### src/logic/slave_err_regs.svh
`ifndef SLAVE_ERR_REGS_SVH
`define SLAVE_ERR_REGS_SVH

// status area base for the newer controller family
`define BASE_NEW        16'h07D0
// status area bases for the older controller family
`define BASE_OLD_LOW    16'h0064
`define BASE_OLD_HIGH   16'h0190
// words reserved per unit number
`define WORDS_PER_UNIT  16'h000A
// first unit number served by the high base
`define UNIT_HIGH_FIRST 4'hA
// unit numbers refused by the old family in the 32-slave setting
`define UNIT_BAD_A      4'h9
`define UNIT_BAD_B      4'hF

// word offsets from the first word of the status area
`define OFS_OUT_16      16'h0000
`define OFS_IN_16       16'h0009
`define OFS_OUT_LO_32   16'h0010
`define OFS_IN_LO_32    16'h0011
`define OFS_OUT_HI_32   16'h0012
`define OFS_IN_HI_32    16'h0013

// slave masks: the 16 setting only serves nodes 0 to 7
`define MASK_16         16'h00FF
`define MASK_32         16'hFFFF

// status word field positions
`define ERR_MSB         15
`define ERR_LSB         8
`define ACT_MSB         7
`define ACT_LSB         0

// reset value of every status word
`define STATUS_RESET    16'h0000

`endif

### src/logic/slave_err_pkg.sv
package slave_err_pkg;

  // controller family that decides where the status area sits
  typedef enum logic [0:0] {
    FAM_NEW = 1'b0,
    FAM_OLD = 1'b1
  } host_family_t;

  // static configuration of the master
  typedef struct packed {
    host_family_t fam;
    logic         mode32;
    logic [3:0]   unit;
  } cfg_t;

  // one bit per slave, outputs in the upper half
  typedef struct packed {
    logic [15:0] outs;
    logic [15:0] ins;
  } slave_vec_t;

  // result of the first-error search
  typedef struct packed {
    logic       found;
    logic       dir;
    logic [3:0] node;
  } pick_t;

  // whole state of the reporting block
  typedef struct packed {
    slave_vec_t  act;
    slave_vec_t  err;
    logic        disp_v;
    logic        disp_dir;
    logic [3:0]  disp_node;
    logic [15:0] first_word;
    logic        unit_bad;
    logic [15:0] rd_data;
    logic        rd_hit;
  } state_t;

endpackage

### src/logic/slave_error_node_display.sv
`timescale 1ns/1ps
`include "slave_err_regs.svh"
module slave_error_node_display (
  // clock and reset
  input  wire logic                       i_mclk,
  input  wire logic                       i_rst_n,
  // configuration and restart
  input  wire slave_err_pkg::cfg_t        i_cfg,
  input  wire logic                       i_restart,
  // slave network events, one-cycle pulses per slave
  input  wire slave_err_pkg::slave_vec_t  i_join,
  input  wire slave_err_pkg::slave_vec_t  i_fail,
  input  wire slave_err_pkg::slave_vec_t  i_ok,
  // controller memory read port
  input  wire logic                       i_rd_en,
  input  wire logic [15:0]                i_rd_addr,
  output logic [15:0]                     o_rd_data,
  output logic                            o_rd_hit,
  // status area placement
  output logic [15:0]                     o_first_word,
  output logic                            o_unit_bad,
  // indicators
  output logic                            o_comm_error_indicator,
  output logic                            o_dir_indicator,
  output logic [3:0]                      o_node_ind
);

  slave_err_pkg::state_t     st_q;
  slave_err_pkg::state_t     st_d;
  slave_err_pkg::slave_vec_t join_m;
  slave_err_pkg::slave_vec_t fail_m;
  slave_err_pkg::slave_vec_t ok_m;
  slave_err_pkg::pick_t      pick;
  slave_err_pkg::slave_vec_t live_err;
  logic [15:0]               mask;
  logic [15:0]               ofs;
  logic                      release_disp;

  // start of the status area for the given configuration
  function automatic logic [15:0] first_word_of(input slave_err_pkg::cfg_t c);
    logic [15:0] u;
    logic [31:0] prod;
    u = {12'h000, c.unit};
    if (c.fam == slave_err_pkg::FAM_NEW) begin
      prod = 32'(u) * 32'(`WORDS_PER_UNIT);
      first_word_of = `BASE_NEW + prod[15:0];
    end else if (c.unit < `UNIT_HIGH_FIRST) begin
      prod = 32'(u) * 32'(`WORDS_PER_UNIT);
      first_word_of = `BASE_OLD_LOW + prod[15:0];
    end else begin
      prod = 32'(u - {12'h000, `UNIT_HIGH_FIRST}) * 32'(`WORDS_PER_UNIT);
      first_word_of = `BASE_OLD_HIGH + prod[15:0];
    end
  endfunction

  // unit numbers the controller cannot map in this setting
  function automatic logic unit_refused(input slave_err_pkg::cfg_t c);
    unit_refused = (c.fam == slave_err_pkg::FAM_OLD) && c.mode32 &&
                   ((c.unit == `UNIT_BAD_A) || (c.unit == `UNIT_BAD_B));
  endfunction

  // pack one status word: error byte over active byte
  function automatic logic [15:0] status_word(input logic [7:0] err,
                                              input logic [7:0] act);
    logic [15:0] w;
    w = `STATUS_RESET;
    w[`ERR_MSB:`ERR_LSB] = err;
    w[`ACT_MSB:`ACT_LSB] = act;
    status_word = w;
  endfunction

  // first flagged slave: outputs before inputs, low node first
  function automatic slave_err_pkg::pick_t first_err(input slave_err_pkg::slave_vec_t e);
    slave_err_pkg::pick_t p;
    p = '0;
    for (int i = 15; i >= 0; i--) begin
      if (e.ins[i]) begin
        p.found = 1'b1;
        p.dir   = 1'b0;
        p.node  = 4'(i);
      end
    end
    for (int i = 15; i >= 0; i--) begin
      if (e.outs[i]) begin
        p.found = 1'b1;
        p.dir   = 1'b1;
        p.node  = 4'(i);
      end
    end
    first_err = p;
  endfunction

  // one bit of a slave vector chosen by direction and node
  function automatic logic bit_at(input slave_err_pkg::slave_vec_t v,
                                  input logic dir,
                                  input logic [3:0] node);
    bit_at = dir ? v.outs[node] : v.ins[node];
  endfunction

  // events for nodes beyond the configured range are ignored
  assign mask         = i_cfg.mode32 ? `MASK_32 : `MASK_16;
  assign join_m       = {i_join.outs & mask, i_join.ins & mask};
  assign fail_m       = {i_fail.outs & mask, i_fail.ins & mask};
  assign ok_m         = {i_ok.outs & mask, i_ok.ins & mask};
  // a slave that recovers in this cycle is no longer a display candidate
  assign live_err     = st_q.err & ~ok_m;
  assign pick         = first_err(live_err);
  assign release_disp = st_q.disp_v &&
                        bit_at(ok_m, st_q.disp_dir, st_q.disp_node) &&
                        !bit_at(fail_m, st_q.disp_dir, st_q.disp_node);
  assign ofs          = i_rd_addr - st_q.first_word;

  // next state of flags, display latch and read port
  always_comb begin
    st_d = st_q;
    // a slave joining sets its active flag until a restart or reset
    st_d.act = st_q.act | join_m;
    // failure sets, recovery clears; a coincident failure wins
    st_d.err = (st_q.err & ~ok_m) | fail_m;
    // latch holds one node until that slave recovers
    if (release_disp) begin
      st_d.disp_v = 1'b0;
    end else if (!st_q.disp_v && pick.found) begin
      st_d.disp_v    = 1'b1;
      st_d.disp_dir  = pick.dir;
      st_d.disp_node = pick.node;
    end
    st_d.first_word = first_word_of(i_cfg);
    st_d.unit_bad   = unit_refused(i_cfg);
    // read decode; words outside the area answer zero with no hit
    st_d.rd_hit  = 1'b0;
    st_d.rd_data = `STATUS_RESET;
    if (i_rd_en && !st_q.unit_bad) begin
      if (!i_cfg.mode32) begin
        if (ofs == `OFS_OUT_16) begin
          st_d.rd_hit  = 1'b1;
          st_d.rd_data = status_word(st_q.err.outs[7:0], st_q.act.outs[7:0]);
        end else if (ofs == `OFS_IN_16) begin
          st_d.rd_hit  = 1'b1;
          st_d.rd_data = status_word(st_q.err.ins[7:0], st_q.act.ins[7:0]);
        end
      end else begin
        unique case (ofs)
          `OFS_OUT_LO_32: begin
            st_d.rd_hit  = 1'b1;
            st_d.rd_data = status_word(st_q.err.outs[7:0], st_q.act.outs[7:0]);
          end
          `OFS_IN_LO_32: begin
            st_d.rd_hit  = 1'b1;
            st_d.rd_data = status_word(st_q.err.ins[7:0], st_q.act.ins[7:0]);
          end
          `OFS_OUT_HI_32: begin
            st_d.rd_hit  = 1'b1;
            st_d.rd_data = status_word(st_q.err.outs[15:8], st_q.act.outs[15:8]);
          end
          `OFS_IN_HI_32: begin
            st_d.rd_hit  = 1'b1;
            st_d.rd_data = status_word(st_q.err.ins[15:8], st_q.act.ins[15:8]);
          end
          default: begin
            st_d.rd_hit  = 1'b0;
          end
        endcase
      end
    end
    // restart wipes flags and display but keeps the placement
    if (i_restart) begin
      st_d.act    = '0;
      st_d.err    = '0;
      st_d.disp_v = 1'b0;
    end
  end

  // single state register; reset clears every flag
  always_ff @(posedge i_mclk or negedge i_rst_n) begin
    if (!i_rst_n) begin
      st_q <= '0;
    end else begin
      st_q <= st_d;
    end
  end

  // indicators are dark whenever nothing is latched
  assign o_comm_error_indicator = st_q.disp_v;
  assign o_dir_indicator        = st_q.disp_v & st_q.disp_dir;
  assign o_node_ind             = st_q.disp_v ? st_q.disp_node : 4'h0;
  assign o_rd_data              = st_q.rd_data;
  assign o_rd_hit               = st_q.rd_hit;
  assign o_first_word           = st_q.first_word;
  assign o_unit_bad             = st_q.unit_bad;

  // helper: flag of the displayed slave
  logic disp_flag;
  assign disp_flag = bit_at(st_q.err, st_q.disp_dir, st_q.disp_node);

  // one-hot vector of a single slave; passing arguments keeps assertions on sampled values
  function automatic slave_err_pkg::slave_vec_t mask_bit(input logic       dir,
                                                         input logic [3:0] node);
    slave_err_pkg::slave_vec_t m;
    m = '0;
    if (dir) begin
      m.outs[node] = 1'b1;
    end else begin
      m.ins[node] = 1'b1;
    end
    mask_bit = m;
  endfunction
endmodule

### config.mk
export PLATFORM = sky130hd
export DESIGN_NAME = slave_error_node_display
export DESIGN_NICKNAME = d
export VERILOG_FILES = /design/src/logic/slave_err_pkg.sv /design/src/logic/slave_error_node_display.sv
export VERILOG_INCLUDE_DIRS = /design/src /design/src/logic
export SDC_FILE = /design/constraint.sdc
export NUM_CORES = 1
export LEC_CHECK = 0
export BUFFER_PORTS_ARGS = -buffer_cell sky130_fd_sc_hd__buf_2
export CAP_MARGIN = 20
export CORE_ASPECT_RATIO = 1.4
export CORE_MARGIN = 10
export CORE_UTILIZATION = 56
export DETAILED_ROUTE_END_ITERATION = 8
export GPL_TIMING_DRIVEN = 0
export HOLD_SLACK_MARGIN = 0.03
export MAX_ROUTING_LAYER = met4
export PLACE_DENSITY = 0.93
export SYNTH_ARGS = -nofsm -noshare
export SYNTH_HDL_FRONTEND = slang
export SYNTH_SLANG_ARGS = --single-unit
### constraint.sdc
create_clock -name i_mclk -period 3.2 [get_ports i_mclk]
set_input_delay 0.16 -clock i_mclk [delete_from_list [all_inputs] [get_ports i_mclk]]
set_output_delay 0.16 -clock i_mclk [all_outputs]
set_load 0.1 [all_outputs]
# Word-level counts from Yosys, hierarchy flattened
# Cells that the tools add are included.
dict set report word_totals {
  reg_bits 104
  input_bits 122
  output_inout_bits 40
  elab_cells 108
}
dict set report classes {
  addsub 5
  mul 2
  order_cmp 2
  eq_ne 7
  mux 55
  n_bitwise 12
  n_reduce_logical 14
}
# cell n
set op_table {}
lappend op_table {{6-bit two-way mux} 33}
lappend op_table {{16-bit bitwise AND} 6}
lappend op_table {{17-bit two-way mux} 4}
lappend op_table {{65-bit two-way mux} 1}
lappend op_table {{16-bit by 5-bit == test with 1-bit output (second input constant)} 4}
lappend op_table {{32-bit bitwise OR} 2}
lappend op_table {{16-bit one-hot mux with 4 select lines} 1}
lappend op_table {{16-bit two-way mux} 3}
lappend op_table {{32-bit bitwise AND} 1}
lappend op_table {{32-bit by 3-bit multiplier with 15-bit output (second input constant)} 1}
lappend op_table {{32-bit inverter} 1}
lappend op_table {{9-bit by 16-bit adder with 16-bit output (first input constant)} 1}
lappend op_table {{1-bit binary-select mux with 4-bit select} 4}
lappend op_table {{16-bit by 4-bit == test with 1-bit output (second input constant)} 1}
lappend op_table {{16-bit logical NOT} 1}
lappend op_table {{16-bit subtractor} 1}
lappend op_table {{11-bit by 8-bit adder with 12-bit output (first input constant)} 1}
lappend op_table {{7-bit by 8-bit adder with 9-bit output (first input constant)} 1}
lappend op_table {{4-bit == test (second input constant)} 2}
lappend op_table {{1-bit two-way mux} 8}
lappend op_table {{4-bit by 3-bit multiplier with 7-bit output (second input constant)} 1}
lappend op_table {{1-bit logical AND} 6}
lappend op_table {{4-bit by 5-bit < comparator with 1-bit output (second input constant)} 1}
lappend op_table {{4-bit by 4-bit subtractor with 5-bit output (second input constant)} 1}
lappend op_table {{other kinds (9)} 11}

# Longest topological paths before layout
# Gate-level depths: netlist (run 1).
dict set report depth {
  ltp_word 40
  mapped_depth 18
  mapped_depth_nobuf 17
}

# Worst setup path before layout (run 1)
# No wires, ideal clock.
dict set report synth_timing {
  path_type {in2reg}
  from {in i_cfg[1] (netlist bit)}
  to {reg st_q (netlist bit o_first_word[11])}
  setup_time_ps 136
  arrival_time_ps 2985
  required_ps 3064
  setup_slack_ps 80
  cell_stages 17
  n_path_buf 1
  cell_sequence {clkbuf_1 -> inv_1 -> ha_1 -> inv_1 -> ha_1 -> ha_1 -> ha_1 -> inv_1 -> fa_1 -> nor2b_1 -> o21ai_0 -> ha_1 -> nand2b_1 -> nor2_1 -> o21ai_0 -> xor2_1 -> o22ai_1}
}
# item line_no
set synth_lines {}
lappend synth_lines {{start, declared} slave_error_node_display.sv:8} ;# input wire slave_err_pkg::cfg_t i_cfg,
lappend synth_lines {{end signal, assigned} slave_error_node_display.sv:179} ;# st_q <= st_d;
lappend synth_lines {{end, declared} slave_error_node_display.sv:28} ;# slave_err_pkg::state_t st_q;

==> results of run 1 <==
power breakdown:
part / switching (uW) / total [uW] / internal (uW)
registers: 104 / 1510 / 1410
clock network: 558 / 1190 / 635
logic: 1300 / 1970 / 669
metrics by stage:
step	std cells	util	area, um2
after floorplan	897	-	7510
after CTS	1263	0.678	9000
after detailed placement	1238	0.645	8560
final	1272	0.688	9130
after global placement	1237	0.643	8530
after global routing	1272	0.688	9130
critical path, cell delays in order (launching register included):
cell and delay, ns:
dfrtp_1 0.36, inv_1 0.05, ha_1 0.26, clkbuf_1 0.26
o21a_1 0.20, nor2_1 0.06, a32o_1 0.22, nor4_1 0.35
nand4_1 0.16, buf_6 0.18, nor4_4 0.43, buf_2 0.27
nand2_1 0.07, a22oi_1 0.24
synth_stat cells (15+ instances only):
master / number
nor2_1: 137
dfrtp_1: 103
a21oi_1: 84
nand2_1: 83
inv_1: 62
ha_1: 35
buf_4: 32
clkbuf_1: 25
nand3_1: 24
a22oi_1: 21
nand2b_1: 20
nor2b_1: 19
mux4_2: 17
nor3_1: 17
o21ai_0: 17
a31oi_1: 15
sequential cells by signal, summed over array words and instances (netlist names):
| name | cells |
|---|---|
| o_comm_error_indicator | 1 |
| o_rd_hit | 1 |
| st_q | 69 |
| o_unit_bad | 1 |
| o_first_word | 15 |
| o_rd_data | 16 |
worst min-delay path by stage:
stage                           from  cells after the start                                 end  slack, ns
after floorplan              i_rst_n                      0  o_comm_error_indicator$_DFFE_PN0P_      -0.14
after global placement      i_cfg[0]                      1           o_first_word[1]$_DFF_PN0_       0.36
after detailed placement     i_rst_n                      1                  st_q[92]$_DFF_PN0_       0.12
after CTS                 i_fail[23]                      3                  st_q[63]$_DFF_PN0_       0.03
after global routing      i_join[23]                      3                  st_q[95]$_DFF_PN0_       0.03
final                     i_join[23]                      3                  st_q[95]$_DFF_PN0_       0.03
metal layers:
layer / share of wire / GRT usage / vias up / routed length (um)
met5: 0 / - / - / 0
met4: 0.058 / 0.142 / 0 / 1500
met3: 0.082 / 0.0459 / 119 / 2140
met2: 0.51 / 0.481 / 553 / 13300
met1: 0.35 / 0.296 / 3707 / 9100
li1: - / - / 3512 / -
repair_timing:
item | CTS | global route
gates resized for setup | 5 | 20
buffers inserted | 3 | 7
endpoints found under the hold margin | 37 | 0
gates cloned | 0 | 2
pin swaps | 3 | 7
hold buffers | 7 | 0
setup endpoints to repair | 18 | 18
cells by family after synthesis:
kind of cell    after synthesis  synth area share
other cells                   1          0.000499
buf+inv                     137            0.0868
fa+ha+maj                    38            0.0663
mux                          21            0.0566
flops                       103             0.343
simple gates                352             0.225
xor+xnor                     18            0.0210
compound gates              227             0.201
area by class of cell:
class,instances,area (um2),share of cell area
clock inverter,7,103,0.0112
clock buffer,9,225,0.0247
buffer,73,423,0.0463
sequential,103,2580,0.282
tap,182,228,0.0249
multi-input combinational,657,4350,0.477
timing repair buffer,178,982,0.108
antenna,1,2.50,0.000274
inverter,62,233,0.0255
==> run metrics, run 1 <==
synthesized cell area=7510 um2; Max-Cap Viols=0; DP HPWL=19500 um; largest net degree at the start of global routing=73; highest-count cells in the layout ignoring fill and taps=158 x buf_2, 135 x nor2_1, 103 x dfrtp_1, 83 x nand2_1, 83 x a21oi_1; gr ovfl total=0; Syn Nets=1057; top cells by area, synth=dfrtp_1 34%, nor2_1 6.8%, ha_1 5.8%; starting density of the core=0.566; PD cells=about 510 nW/um2; top cell type by total area after synthesis=dfrtp_1; commonest non-fill, non-tap cell in the layout=buf_2; Die Y=approximately 160 um; Final Max Slew Viols=0; GRT Overall Usage=0.275; Post-synth top flop=dfrtp_1; core area=13300 um2; Fill cells=1053; CTS Sinks=103; measured slew at the worst slew-check pin=0.782 ns; vias in the first global route=8120; Port Buffer Count=158; Synth Register Bits=103; Reg2Reg Depth=13; Die Area=18500 um2; DRC violations left=0; Post-Synthesis Cells=approximately 900; worst setup margin=-0.0237 ns; Synth Warn #=0; initial antenna violation count=1; CP Capture Type=flip-flop; Worst Clk Skew=0.0164 ns; violated checks=negative setup slack; gpl congestion=around 0.98; Final Hold Fails=0; r2r endpoint=o_rd_data[12]$_DFF_PN0_; reg-to-reg startpoint=o_first_word[10]$_DFF_PN0_; per-cell routed wire length=20.5 um; final setup fails=4; Longest Clk Path Bufs=2; minimum clock period=between 3 and 4 ns; Static Leakage=approximately 0.0043 uW; first-pass GRT wire length=between 40000 and 50000 um; number of synthesized flops with an enable pin=0; slew margin rel.=0.479; TritonCTS Buffers=9; share of the synthesized area in the top cell type=0.343; Die Wd=between 100 and 150 um; Skew-Pair Late Insertion Delay=~0.36 ns; final setup TNS=-0.0356 ns; Pre-antenna DRT Iters=5; period utilisation layout=1.01; CTS tree=built; layout cells sized above 1=0.250; Worst EP arrival=3.48 ns; outcome=finished with violations; RSZ-0062 raised after global routing=true; flop2flop setup slack=-0.02 ns; Cell variety after synth=72; kind of critical path=reg -> reg; DR vias=7891; crit path launch type=flip-flop; H-tree depth=3; root buffer cell=clkbuf_16; FP Rows=50; Post-synth ARST share=1.00; Hold WS=0.0299 ns; worst slack, placed=-0.447 ns; crit path from=o_first_word[10]$_DFF_PN0_; Final Total Pwr=4680 uW; final net count=roughly 1.2k; Highest Clock Rate=approximately 0.31 GHz; Max VDD drop=0.362 mV; CP required=between 3 and 4 ns; final WL=26000 um; Vias per Instance=~6.2; sequential element share of the synthesized area=0.343; P&R area growth vs syn=21.5%; clock-pin slew on the worst setup and hold paths=approximately 0.090 ns; Min-Delay Path Class=in -> reg; I/O pin count=162; drt initial violations=859; Worst setup endpoint=o_rd_data[12]$_DFF_PN0_; Routed Antenna Nets=0; Syn Area/Cell=8.37 um2; Crit Path Max Fanout=8
(Power assumes the default switching activity.)
==> run 2: changes to the inputs <==
--- a/config.mk
+++ b/config.mk
@@ -6,16 +6,15 @@
 export SDC_FILE = /design/constraint.sdc
 export NUM_CORES = 1
 export LEC_CHECK = 0
-export BUFFER_PORTS_ARGS = -buffer_cell sky130_fd_sc_hd__buf_2
 export CAP_MARGIN = 20
-export CORE_ASPECT_RATIO = 1.4
 export CORE_MARGIN = 10
-export CORE_UTILIZATION = 56
+export CORE_UTILIZATION = 62
 export DETAILED_ROUTE_END_ITERATION = 8
+export DONT_BUFFER_PORTS = 1
 export GPL_TIMING_DRIVEN = 0
 export HOLD_SLACK_MARGIN = 0.03
 export MAX_ROUTING_LAYER = met4
-export PLACE_DENSITY = 0.93
+export PLACE_DENSITY = 0.89
 export SYNTH_ARGS = -nofsm -noshare
 export SYNTH_HDL_FRONTEND = slang
 export SYNTH_SLANG_ARGS = --single-unit
==> run 2 against run 1 <==
Compared with the run above: the run now ends clean; utilization grew 6.9 points; critical path depth shrank 1; final area shrank 0.74%; maximum frequency grew 5.4%; via count shrank 4.0%; setup slack gained 0.17 ns; cell count shrank 9.0%; non-clock buffer count shrank 80; flip-flop and latch count is the same; count of clock-buffer cells in the layout grew 2; largest cell class unchanged; first-iteration DRC count shrank 1.3%; critical path type unchanged.
==> run metrics, run 2 (synthesis gave the netlist of run 1 again) <==
GRT Overall Usage=0.320 (+0.0450); crit path launch type=flip-flop; final setup TNS=0 ns (+0.0356 ns); crit path from=o_first_word[2]$_DFF_PN0_; Final Max Slew Viols=0 (unchanged); measured slew at the worst slew-check pin=0.984 ns (+0.202 ns); final WL=26300 um (+1.0%); Crit Path Max Fanout=10 (+2); CP Capture Type=flip-flop; TritonCTS Buffers=9 (unchanged); Static Leakage=0.00396 uW (-8.0%); Switching Fraction=0.412 (-0.00809); I/O pin count=162 (unchanged); per-cell routed wire length=22.7 um (+11%); CTS tree=built; drt initial violations=848 (-1.3%); final net count=1164 (-6.4%); slew margin rel.=0.348 (-0.130); switching power=1890 uW (-3.8%); largest reg by FF count=st_q; Reg2Reg Depth=12 (-1); DRC violations left=0 (unchanged); Placed Instances=1044 (-16%); area post-placement=7690 um2 (-10%); Longest Clk Path Bufs=2 (unchanged); worst setup margin=0.143 ns (+0.167 ns); H-tree depth=3 (unchanged); highest-count cells in the layout ignoring fill and taps=136 x nor2_1, 103 x dfrtp_1, 90 x dlygate4sd3_1, 83 x nand2_1, 82 x a21oi_1; largest net degree at the start of global routing=104 (+42%); layout cells sized above 1=0.107 (-0.143); sequential cell area=2580 um2 (unchanged); vias in the first global route=7503 (-7.6%); Port Buffer Count=0 (-100%); area of the multi-input gates=4370 um2 (+0.29%); minimum clock period=3.06 ns (-0.167 ns); Non-Filler Instances=1157 (-9.0%); core area=12000 um2 (-9.8%); final core occ=0.757 (+0.0692); final instance area=9060 um2 (-0.74%); DP HPWL=18000 um (-7.5%); Final Hold Fails=0 (unchanged); reg-to-reg startpoint=o_first_word[2]$_DFF_PN0_; Die Y=130 um (-17%); Die Wd=130 um (+10%); root buffer cell=clkbuf_16; Skew-Pair Late Insertion Delay=0.36 ns (about the same); clock share of power=0.250 (-0.005); FP Rows=40 (-20%); Pre-antenna DRT Iters=5 (unchanged); RSZ-0062 raised after global routing=false; Max-Cap Viols=0 (unchanged); CP required=3.45 ns (about the same); first-pass GRT wire length=40800 um (+0.70%); CTS Sinks=103 (unchanged); Comb pwr share=0.417 (-0.005); Worst EP arrival=3.31 ns (-0.17 ns); r2r endpoint=o_rd_data[10]$_DFF_PN0_; final setup fails=0 (-4); hold depth=3 (unchanged); DR vias=7577 (-4.0%); Hold EP=st_q[64]$_DFF_PN0_; Min-Delay Path Class=in -> reg; initial antenna violation count=1 (unchanged); outcome=finished, final reports clean; kind of critical path=reg -> reg; beginning of the worst hold path=i_ok[24]; period utilisation layout=0.955 (-0.0521); Worst Clk Skew=0.0163 ns (-0.000183 ns); Highest Clock Rate=0.327 GHz (+5.4%); flop2flop setup slack=0.14 ns (+0.17 ns); clock-pin slew on the worst setup and hold paths=0.07 ns (-0.02 ns); Max VDD drop=0.458 mV (+26%); worst slack, placed=-0.298 ns (+0.149 ns); commonest non-fill, non-tap cell in the layout=nor2_1; Routed Antenna Nets=0 (unchanged); PD cells=506 nW/um2 (-1.1%); Flop pwr share=0.332 (+0.009); P&R area growth vs syn=20.6%; Fill cells=826 (-22%); gr ovfl total=0 (unchanged); Die Area=16900 um2 (-8.6%); max FFs per register=69 (unchanged); Vias per Instance=6.55 (+5.6%); starting density of the core=0.628 (+0.0616); gpl congestion=0.997 (+1.4%); Power Internal=2700 uW (-0.50%)
[run 2: changes by cell type in the layout (fill, tap and decap cells not counted), sizes merged]
cell / previous run / this run
buf: 219 / 56
clkinv: 4 / 1
clkinvlp: 0 / 1
clkbuf: 34 / 36
dlygate4sd3: 7 / 90
[run 2: how the worst max path moves through the flow]
stage / to / slack (ns) / depth (start not counted)
4_1_cts: o_first_word[10]$_DFF_PN0_ / 0.05 / 18
3_3_place_gp: o_first_word[11]$_DFF_PN0_ / -0.27 / 17
3_5_place_dp: o_first_word[10]$_DFF_PN0_ / -0.30 / 18
6_report: o_rd_data[10]$_DFF_PN0_ / 0.14 / 12
2_1_floorplan: o_first_word[11]$_DFF_PN0_ / 0.08 / 17
5_1_grt: o_first_word[10]$_DFF_PN0_ / 0.004 / 18
[run 2: timing repair]
item,in CTS,in global routing
setup endpoints to repair,16,20
setup buffers,6,0
resized for setup,5,15
endpoints found under the hold margin,171,0
pin swaps,3,3
hold buffers,91,0
[run 2: through the flow]
| step | power (uW) | hold WS, ns |
|---|---|---|
| CTS | 4490 | 0.0346 |
| detailed placement | 3210 | -0.133 |
| finish | 4590 | 0.0495 |
| global placement | 3180 | -0.133 |
| global route | 4790 | 0.0670 |
| floorplan | 2900 | -0.136 |
[run 2: critical path, cell delays in order (launching register included)]
cell	delay [ns]
dfrtp_1	0.41
inv_1	0.06
ha_1	0.26
nor2b_1	0.14
o31a_1	0.26
buf_2	0.19
or4_4	0.49
o211ai_2	0.14
nand3_2	0.13
nor4_4	0.37
buf_6	0.21
nand2_1	0.07
a22oi_1	0.22
[run 2: final cells by class]
class	count	share of cell area
flip-flops and latches	103	0.284
diodes	1	0.000276
multi-input cells	657	0.482
repair buffers	97	0.107
clock buffers	11	0.0268
clock inverters	5	0.00691
well taps	147	0.0203
plain buffers	74	0.0461
inverters	62	0.0257
[run 2: power by group through the flow]
stage,Clock (uW),Sequential (uW),Combinational (uW)
after floorplan,0,1500,1410
after global placement,0,1540,1640
after detailed placement,0,1540,1680
after CTS,1150,1510,1830
after global routing,1200,1530,2050
final,1150,1530,1910
[run 2: layer usage]
layer	wire, um	vias to the layer above	part of all wire	GRT usage
met2	12100	566	0.46	0.492
li1	-	3369	-	-
met4	1090	0	0.041	0.129
met1	9770	3531	0.37	0.387
met5	0	-	0	-
met3	3330	111	0.13	0.0966
